### src/verilog/vrxcr_map.svh
`ifndef VRXCR_MAP_SVH
`define VRXCR_MAP_SVH
// Register offsets on the internal register access port.
`define VRXCR_DITHER_TIMING_OFS   8'h29
`define VRXCR_COLOR_BAL_OFS       8'h2A
`define VRXCR_AUDIO_SER_OFS       8'h2B
`define VRXCR_PCLK_TEST_OFS       8'h2E
`define VRXCR_RX_PORT_OFS         8'h34
// Reset values.
`define VRXCR_DITHER_TIMING_RST   8'h00
`define VRXCR_COLOR_BAL_RST       8'h00
`define VRXCR_AUDIO_SER_RST       8'h00
`define VRXCR_PCLK_TEST_RST       8'h00
`define VRXCR_RX_PORT_RST         8'h01
// Writable masks; other bits are reserved, save the audio error flags and clear bit.
`define VRXCR_COLOR_BAL_WMASK     8'hF0
`define VRXCR_AUDIO_SER_WMASK     8'h01
`define VRXCR_PCLK_TEST_WMASK     8'h80
`define VRXCR_RX_PORT_WMASK       8'h7B
// Field positions.
`define VRXCR_TIMING_MODE_BIT     7
`define VRXCR_LINE_POL_BIT        6
`define VRXCR_FRAME_POL_BIT       5
`define VRXCR_VALID_POL_BIT       4
`define VRXCR_DITHER2_BIT         3
`define VRXCR_DITHER1_BIT         2
`define VRXCR_PRECISE2_OFF_BIT    1
`define VRXCR_PRECISE1_OFF_BIT    0
`define VRXCR_BALANCE_ON_BIT      5
`define VRXCR_REFRESH_ON_BIT      4
`define VRXCR_OVERRUN_BIT         3
`define VRXCR_UNDERRUN_BIT        2
`define VRXCR_ERR_CLEAR_BIT       1
`define VRXCR_RISING_EDGE_BIT     0
`define VRXCR_SELFTEST_CLK_BIT    7
`define VRXCR_LOCK_MODE_BIT       6
`define VRXCR_RAW_RETURN_BIT      5
`define VRXCR_SECOND_PORT_BIT     1
`define VRXCR_FIRST_PORT_BIT      0
`endif

### src/verilog/vrxcr_pkg.sv
package vrxcr_pkg;
  typedef logic [7:0] vrxcr_byte_t;
  typedef enum logic [1:0] {
    VRXCR_PAGE_CFG   = 2'h0,
    VRXCR_PAGE_RED   = 2'h1,
    VRXCR_PAGE_GREEN = 2'h2,
    VRXCR_PAGE_BLUE  = 2'h3
  } vrxcr_page_e;
  typedef enum logic [1:0] {
    VRXCR_IN_AUTO    = 2'h0,
    VRXCR_IN_DUAL    = 2'h1,
    VRXCR_IN_PRIMARY = 2'h2,
    VRXCR_IN_SECOND  = 2'h3
  } vrxcr_inmode_e;
endpackage

### src/verilog/vrxcr_sync_if.sv
`timescale 1ns/1ps
// Carries the synchronised pin levels from the input stage to the bank.
interface vrxcr_sync_if;
  logic video_off;
  logic linked;
  logic gp_pin;
  logic overrun_ev;
  logic underrun_ev;
  modport src (output video_off, output linked, output gp_pin,
               output overrun_ev, output underrun_ev);
  modport dst (input video_off, input linked, input gp_pin,
               input overrun_ev, input underrun_ev);
endinterface

### src/verilog/vrxcr_sync.sv
`timescale 1ns/1ps
// Two-stage synchroniser for asynchronous status pins.
module vrxcr_sync
  import vrxcr_pkg::*;
(
  // Clock and reset.
  input  wire logic    clk,
  input  wire logic    rst_n,
  // Raw pins.
  input  wire logic    video_off_pin,
  input  wire logic    linked_pin,
  input  wire logic    gp_pin_raw,
  input  wire logic    overrun_pin,
  input  wire logic    underrun_pin,
  // Synchronised side.
  vrxcr_sync_if.src    sy
);
  typedef struct packed {
    logic [4:0] s1;
    logic [4:0] s2;
  } vrxcr_sync_s;

  vrxcr_sync_s st_r;
  vrxcr_sync_s st_nxt;

  // First stage feeds only the second stage.
  always_comb
  begin
    st_nxt    = st_r;
    st_nxt.s1 = {underrun_pin, overrun_pin, gp_pin_raw, linked_pin, video_off_pin};
    st_nxt.s2 = st_r.s1;
  end

  // Video-off resets high so lock stays low until the link says otherwise.
  always_ff @(posedge clk or negedge rst_n)
  begin
    if (!rst_n)
      st_r <= '{s1: 5'h01, s2: 5'h01};
    else
      st_r <= st_nxt;
  end

  assign sy.video_off   = st_r.s2[0];
  assign sy.linked      = st_r.s2[1];
  assign sy.gp_pin      = st_r.s2[2];
  assign sy.overrun_ev  = st_r.s2[3];
  assign sy.underrun_ev = st_r.s2[4];
endmodule

### src/verilog/vrxcr_regs.sv
`timescale 1ns/1ps
`include "vrxcr_map.svh"
module vrxcr_regs
  import vrxcr_pkg::*;
(
  // Clock and reset.
  input  wire logic                   CORE_CLK,
  input  wire logic                   RESETN,
  // Register access port.
  input  wire logic                   REG_WR,
  input  wire logic                   REG_RD,
  input  wire vrxcr_pkg::vrxcr_byte_t REG_ADDR,
  input  wire vrxcr_pkg::vrxcr_byte_t REG_WDATA,
  output logic [7:0]                  REG_RDATA,
  output logic                        REG_HIT,
  // Link and audio status pins.
  input  wire logic                   VIDEO_OFF_PIN,
  input  wire logic                   LINKED_PIN,
  input  wire logic                   GP_PIN_ZERO,
  input  wire logic                   AUDIO_OVERRUN,
  input  wire logic                   AUDIO_UNDERRUN,
  // Video timing and dither controls.
  output logic                        SYNC_FRAMING,
  output logic                        LINE_SYNC_POLARITY,
  output logic                        FRAME_SYNC_POLARITY,
  output logic                        VALID_PIXEL_POLARITY,
  output logic                        DITHER_STAGE2_ON,
  output logic                        DITHER_STAGE1_ON,
  output logic                        PRECISE_DITHER2_ON,
  output logic                        PRECISE_DITHER1_ON,
  // Colour balance controls.
  output vrxcr_pkg::vrxcr_page_e      PAGE_SEL,
  output logic                        BALANCE_ON,
  output logic                        TABLE_REFRESH_ON,
  // Audio and clock controls.
  output logic                        AUDIO_RISING_STROBE,
  output logic                        SELFTEST_CLOCK_SEL,
  // Receive port controls.
  output logic                        RX_LOCK,
  output logic                        RAW_AUX_RETURN_PATH,
  output logic                        RAW_AUX_DATA,
  output vrxcr_pkg::vrxcr_inmode_e    LINK_INPUT_CONFIG,
  output logic                        FIRST_PORT_WRITE,
  output logic                        SECOND_PORT_WRITE,
  output logic                        SECOND_PORT_READ
);
  import vrxcr_pkg::*;

  typedef struct packed {
    logic [7:0] dither;
    logic [7:0] balance;
    logic [7:0] audio;
    logic [7:0] pclk;
    logic [7:0] rxport;
    logic       overrun;
    logic       underrun;
    logic       lock;
    logic [7:0] rdata;
  } vrxcr_state_s;

  vrxcr_state_s st_r;
  vrxcr_state_s st_nxt;
  vrxcr_sync_if sy ();

  // Pins cross into the clock domain before anything reads them.
  vrxcr_sync u_sync (
    .clk           (CORE_CLK),
    .rst_n         (RESETN),
    .video_off_pin (VIDEO_OFF_PIN),
    .linked_pin    (LINKED_PIN),
    .gp_pin_raw    (GP_PIN_ZERO),
    .overrun_pin   (AUDIO_OVERRUN),
    .underrun_pin  (AUDIO_UNDERRUN),
    .sy            (sy.src)
  );

  // Address decode, used by both the write and read paths.
  function automatic logic [4:0] dec(input logic [7:0] a);
    dec = {a == `VRXCR_RX_PORT_OFS, a == `VRXCR_PCLK_TEST_OFS,
           a == `VRXCR_AUDIO_SER_OFS, a == `VRXCR_COLOR_BAL_OFS,
           a == `VRXCR_DITHER_TIMING_OFS};
  endfunction

  logic [4:0] sel;
  logic       clr_wr;
  assign sel    = dec(REG_ADDR);
  assign clr_wr = REG_WR && sel[2] && REG_WDATA[`VRXCR_ERR_CLEAR_BIT];

  // Register writes, sticky error flags, lock and read data.
  always_comb
  begin
    st_nxt = st_r;
    if (REG_WR && sel[0])
      st_nxt.dither = REG_WDATA;
    if (REG_WR && sel[1])
      st_nxt.balance = REG_WDATA & `VRXCR_COLOR_BAL_WMASK;
    if (REG_WR && sel[2])
      st_nxt.audio = REG_WDATA & `VRXCR_AUDIO_SER_WMASK;
    if (REG_WR && sel[3])
      st_nxt.pclk = REG_WDATA & `VRXCR_PCLK_TEST_WMASK;
    if (REG_WR && sel[4])
      st_nxt.rxport = REG_WDATA & `VRXCR_RX_PORT_WMASK;
    // A clear and a fresh event in one cycle: the event wins.
    if (clr_wr)
    begin
      st_nxt.overrun  = 1'b0;
      st_nxt.underrun = 1'b0;
    end
    if (sy.overrun_ev)
      st_nxt.overrun = 1'b1;
    if (sy.underrun_ev)
      st_nxt.underrun = 1'b1;
    // Lock follows video only unless lock mode allows a bare link.
    if (st_r.rxport[`VRXCR_LOCK_MODE_BIT])
      st_nxt.lock = sy.linked;
    else
      st_nxt.lock = sy.linked && !sy.video_off;
    // Read data is registered; unmapped offsets read zero.
    if (REG_RD)
    begin
      case (1'b1)
        sel[0]:  st_nxt.rdata = st_r.dither;
        sel[1]:  st_nxt.rdata = st_r.balance;
        sel[2]:  st_nxt.rdata = st_r.audio | {4'h0, st_r.overrun, st_r.underrun, 2'h0};
        sel[3]:  st_nxt.rdata = st_r.pclk;
        sel[4]:  st_nxt.rdata = st_r.rxport;
        default: st_nxt.rdata = 8'h00;
      endcase
    end
  end

  always_ff @(posedge CORE_CLK or negedge RESETN)
  begin
    if (!RESETN)
      st_r <= '{dither: `VRXCR_DITHER_TIMING_RST, balance: `VRXCR_COLOR_BAL_RST,
                audio: `VRXCR_AUDIO_SER_RST, pclk: `VRXCR_PCLK_TEST_RST,
                rxport: `VRXCR_RX_PORT_RST, overrun: 1'b0, underrun: 1'b0,
                lock: 1'b0, rdata: 8'h00};
    else
      st_r <= st_nxt;
  end

  assign REG_RDATA = st_r.rdata;
  assign REG_HIT   = |sel;

  // Decoded controls toward the datapath.
  assign SYNC_FRAMING         = st_r.dither[`VRXCR_TIMING_MODE_BIT];
  assign LINE_SYNC_POLARITY   = st_r.dither[`VRXCR_LINE_POL_BIT];
  assign FRAME_SYNC_POLARITY  = st_r.dither[`VRXCR_FRAME_POL_BIT];
  assign VALID_PIXEL_POLARITY = st_r.dither[`VRXCR_VALID_POL_BIT];
  assign DITHER_STAGE2_ON     = st_r.dither[`VRXCR_DITHER2_BIT];
  assign DITHER_STAGE1_ON     = st_r.dither[`VRXCR_DITHER1_BIT];
  assign PRECISE_DITHER2_ON   = !st_r.dither[`VRXCR_PRECISE2_OFF_BIT];
  assign PRECISE_DITHER1_ON   = !st_r.dither[`VRXCR_PRECISE1_OFF_BIT];
  assign PAGE_SEL             = vrxcr_page_e'(st_r.balance[7:6]);
  assign BALANCE_ON           = st_r.balance[`VRXCR_BALANCE_ON_BIT];
  assign TABLE_REFRESH_ON     = st_r.balance[`VRXCR_REFRESH_ON_BIT];
  assign AUDIO_RISING_STROBE  = st_r.audio[`VRXCR_RISING_EDGE_BIT];
  assign SELFTEST_CLOCK_SEL   = st_r.pclk[`VRXCR_SELFTEST_CLK_BIT];
  assign RX_LOCK              = st_r.lock;
  assign RAW_AUX_RETURN_PATH  = st_r.rxport[`VRXCR_RAW_RETURN_BIT];
  // Raw mode passes the synchronised pin straight through, no filter.
  assign RAW_AUX_DATA         = RAW_AUX_RETURN_PATH & sy.gp_pin;
  assign LINK_INPUT_CONFIG    = vrxcr_inmode_e'(st_r.rxport[4:3]);
  assign FIRST_PORT_WRITE     = st_r.rxport[`VRXCR_FIRST_PORT_BIT];
  assign SECOND_PORT_WRITE    = st_r.rxport[`VRXCR_SECOND_PORT_BIT];
  // Second port wins reads whenever its select is set.
  assign SECOND_PORT_READ     = st_r.rxport[`VRXCR_SECOND_PORT_BIT];
endmodule

### config.mk
export PLATFORM = sky130hd
export DESIGN_NAME = vrxcr_regs
export DESIGN_NICKNAME = d
export VERILOG_FILES = /design/src/verilog/vrxcr_pkg.sv /design/src/verilog/vrxcr_sync_if.sv /design/src/verilog/vrxcr_sync.sv /design/src/verilog/vrxcr_regs.sv
export VERILOG_INCLUDE_DIRS = /design/src /design/src/verilog
export SDC_FILE = /design/constraint.sdc
export NUM_CORES = 1
export LEC_CHECK = 0
export CAP_MARGIN = 20
export CORE_MARGIN = 2
export CORE_UTILIZATION = 55
export CTS_BUF_LIST = sky130_fd_sc_hd__clkbuf_16
export DETAILED_ROUTE_END_ITERATION = 10
export DONT_BUFFER_PORTS = 1
export PLACE_DENSITY = 0.73
export SETUP_SLACK_MARGIN = 0.02
export SYNTH_ARGS = -nofsm -noshare
export SYNTH_HDL_FRONTEND = slang
export SYNTH_SLANG_ARGS = --single-unit
### constraint.sdc
create_clock -name CORE_CLK -period 1.2 [get_ports CORE_CLK]
set_clock_uncertainty 0.1 [all_clocks]
set_input_delay 0.12 -clock CORE_CLK [delete_from_list [all_inputs] [get_ports CORE_CLK]]
set_output_delay 0.12 -clock CORE_CLK [all_outputs]
set_load 0.02 [all_outputs]
==> key figures <==
Clocking
  – TritonCTS buffer count: 5
  – CTS H-tree depth: 2
  – Clk pin slew, worst setup/hold paths: 0.06 ns
  – Clk sinks: 41
  – Root cell of the clock tree: clkbuf_16
  – Clock Tree Buf Depth: 2
  – CTS tree: built
  – Worst-Skew Late Latency: 0.28 ns

Global routing
  – Vias in the first global route: 1189
  – Largest net degree at the start of global routing: 42
  – Initial antenna violation count: 0
  – Tot GR Track Use: a little under a quarter
  – First-pass GRT wire length: 5.85 mm
  – Global route overflow: 0

Timing
  – Max Fclk: 0.734 GHz
  – Slew HR: 56.6%
  – Final Hold Vio Count: 41
  – RSZ-0062 raised after global routing: true
  – Final period util: 114%
  – Fin. max-slew vios: 0
  – Setup-failing EPs final: 28
  – PnR worst setup slack: -0.162 ns
  – Final hold slack: -0.565 ns
  – Worst slew pin tran: 0.651 ns
  – Post-layout min period: ~1.4 ns

Final layout
  – Design area: around 2300 µm²
  – Ant. Diodes: 0
  – Synth-to-layout area growth: 29.2%
  – Layout cells sized above 1: 40.1%
  – Nets: 196

Drt
  – Top sig layer: met4
  – Final wirelength: 3.78 mm
  – DR WL met3: 222 µm
  – Met2 routed WL: 1.94 mm
  – Final ANT Viol Nets: 0
  – Met1 WL: roughly 1.6 mm
  – Via count: approximately 1200
  – Drt via density: 5.47
  – WL/cell: 17.5 µm
  – First DRT Iteration DRCs: 50
  – Drt pass-1 iters: 4
  – DRC Markers: 0

Critical path
  – WS Path Type: in -> out
  – CP startpoint kind: input port
  – Crit. End Element: output pin
  – Required @ worst endpoint: 0.98 ns
  – Crit-path max FO: 7
  – Reg2reg setup slack: 0.07 ns
  – Crit path DAT: 1.14 ns

Power
  – IR Drop Worst-Case VDD: between 1 and 1.5 mV
  – Leakage: 1.06 nW
  – Total power: 0.00300 W
  – Cell Pwr Density: about 1300 nW/µm²

Yosys
  – Largest family of logic cells by synthesized area: multiplexers
  – Mapped cell area: 1780 µm²
  – Synth Area in XOR/XNOR: 0%
  – Cell taking the most area after synthesis: dfrtp_1
  – Ys flop type: dfrtp_1
  – Syn_nets: 165
  – Ys Warns: 0
  – Post-synthesis mux area share: about 14%
  – Compound-Gate Fraction of Synth Area: 7.99%
  – Async S/R FF share, synth: 100%
  – Synth top area cells: dfrtp_1 (53%), mux2_2 (12%), buf_4 (5.5%)
  – Synth cell types: 31
  – Seq/Total Area, Yosys: 57.7%
  – EDFF count, synth: 0
  – Syn Inst Count: 140
  – Synthesized area per cell: 12.7 µm²
  – Synth Area in Simple Gates: between 10% and 20%
  – Area fraction of the dominant cell type after synthesis: a little over half
  – Flops & latches, synth: 41
  – Post-Synth Adder-Cell Area: 0%

Floorplan
  – Row cnt: 20
  – Initial core utilization: slightly below 60%
  – Die Area: 3720 µm²
  – Die W: a little over 60 µm
  – I/O Pins: 56
  – Core Area: 3080 µm²
  – Die Ht: about 60 µm

Placed design
  – Placed cell area: 1900 µm²
  – Post-DP HPWL: 2.40 mm
  – Port Buffers: 0
  – GP Congestion: around 0.75

Status
  – Outcome: finished with violations
  – Violated checks: negative hold slack, negative setup slack

Flow run
  – Max Cap Viol: 0

Hold path
  – Type of the worst min-delay path: in -> async
[worst paths after layout]
check | startpoint | to | cells after the start
hold reg to reg | u_sync.st_nxt[3] | u_sync.sy.overrun_ev | 0
max in group asynchronous | RESETN | u_sync.sy.video_off | 0
min in group CORE_CLK | REG_WR | PAGE_SEL[0] | 2
setup reg to reg | st_r[10] | REG_RDATA[3] | 3
setup / recovery | REG_ADDR[6] | REG_HIT | 4
hold / removal | RESETN | st_r[44] | 0
[per-stage QoR]
step / hold slack [ns] / TNS, ns / cells / utilization [%] / setup slack [ns]
2_1_floorplan: -0.276 / -7.33 / 140 / - / -0.329
3_3_place_gp: -0.274 / -8.50 / 189 / 61.7 / -0.351
3_5_place_dp: -0.274 / -9.25 / 189 / 61.7 / -0.386
6_report: -0.565 / -2.33 / 216 / 74.9 / -0.162
5_1_grt: -0.579 / -3.09 / 216 / 74.9 / -0.172
4_1_cts: -0.569 / -1.49 / 214 / 72.8 / -0.146
[cells in the mapped netlist (all sizes together) (2+ instances only)]
cell type	count
nor2	7
mux2	22
a21o	2
buf	13
nand3	4
a21oi	5
a31oi	3
nor3	4
clkbuf	2
o21ai	3
nand2b	3
dfstp	3
a22oi	6
nor2b	3
dfrtp	38
nand2	6
nor4	2
inv	5
[where the power goes]
part / switching (W) / leakage, nW / internal (W)
Combinational: 0.000106 / 0.470 / 0.000126
Clock: 0.000482 / 0.0687 / 0.000750
Sequential: 0.0000796 / 0.518 / 0.00145
Total: 0.000668 / 1.06 / 0.00233
[per-layer routing]
metal | GRT usage (%) | vias to the layer above
met5 | 0 | -
met4 | 9.32 | 0
met3 | 6.40 | 7
met2 | 38.4 | 38
met1 | 28.4 | 594
li1 | - | 542
[cell families after synthesis]
| group | Yosys count |
|---|---|
| mux | 22 |
| flops | 41 |
| buf+inv | 20 |
| compound gates | 22 |
| simple gates | 35 |
[flip-flops by register name, summed over array words and instances (netlist names), 2 cells and up]
signal and cells:
REG_RDATA 8, st_r 5, u_sync.st_nxt 5, LINK_INPUT_CONFIG 2
PAGE_SEL 2
[critical path: stages]
cell and delay [ns]:
or3b_4 0.44, nor3_4 0.24, buf_6 0.17, o21bai_4 0.16
[layout by cell type (no fill, tap or decap), drive strengths merged, types with 2 or more instances in the layout]
cell type / instances
dlygate4sd3: 17
dfstp: 3
o21ai: 3
clkinv: 3
nor3: 4
a21oi: 5
nor2b: 3
a31oi: 3
nor4: 2
clkbuf: 5
nand2b: 3
nor2: 7
inv: 5
a22oi: 6
mux2: 22
nand3: 4
nand2: 6
a21o: 2
dfrtp: 38
buf: 21
[timing repair]
action | CTS | global route
hold endpoints to repair | 76 | 45
endpoints found under the setup margin | 26 | 32
buffers inserted | 0 | 1
pin swaps | 5 | 1
gates resized for setup | 10 | 11
hold buffers | 17 | 1
[final cells by class]
| type | count | area (µm²) |
|---|---|---|
| clock buffers | 5 | 125 |
| clock inverters | 3 | 12.5 |
| fillers | 215 | 773 |
| inverters | 5 | 18.8 |
| multi-input cells | 79 | 703 |
| flip-flops and latches | 41 | 1030 |
| well taps | 44 | 55.1 |
| repair buffers | 39 | 359 |
(Power assumes the default switching activity.)
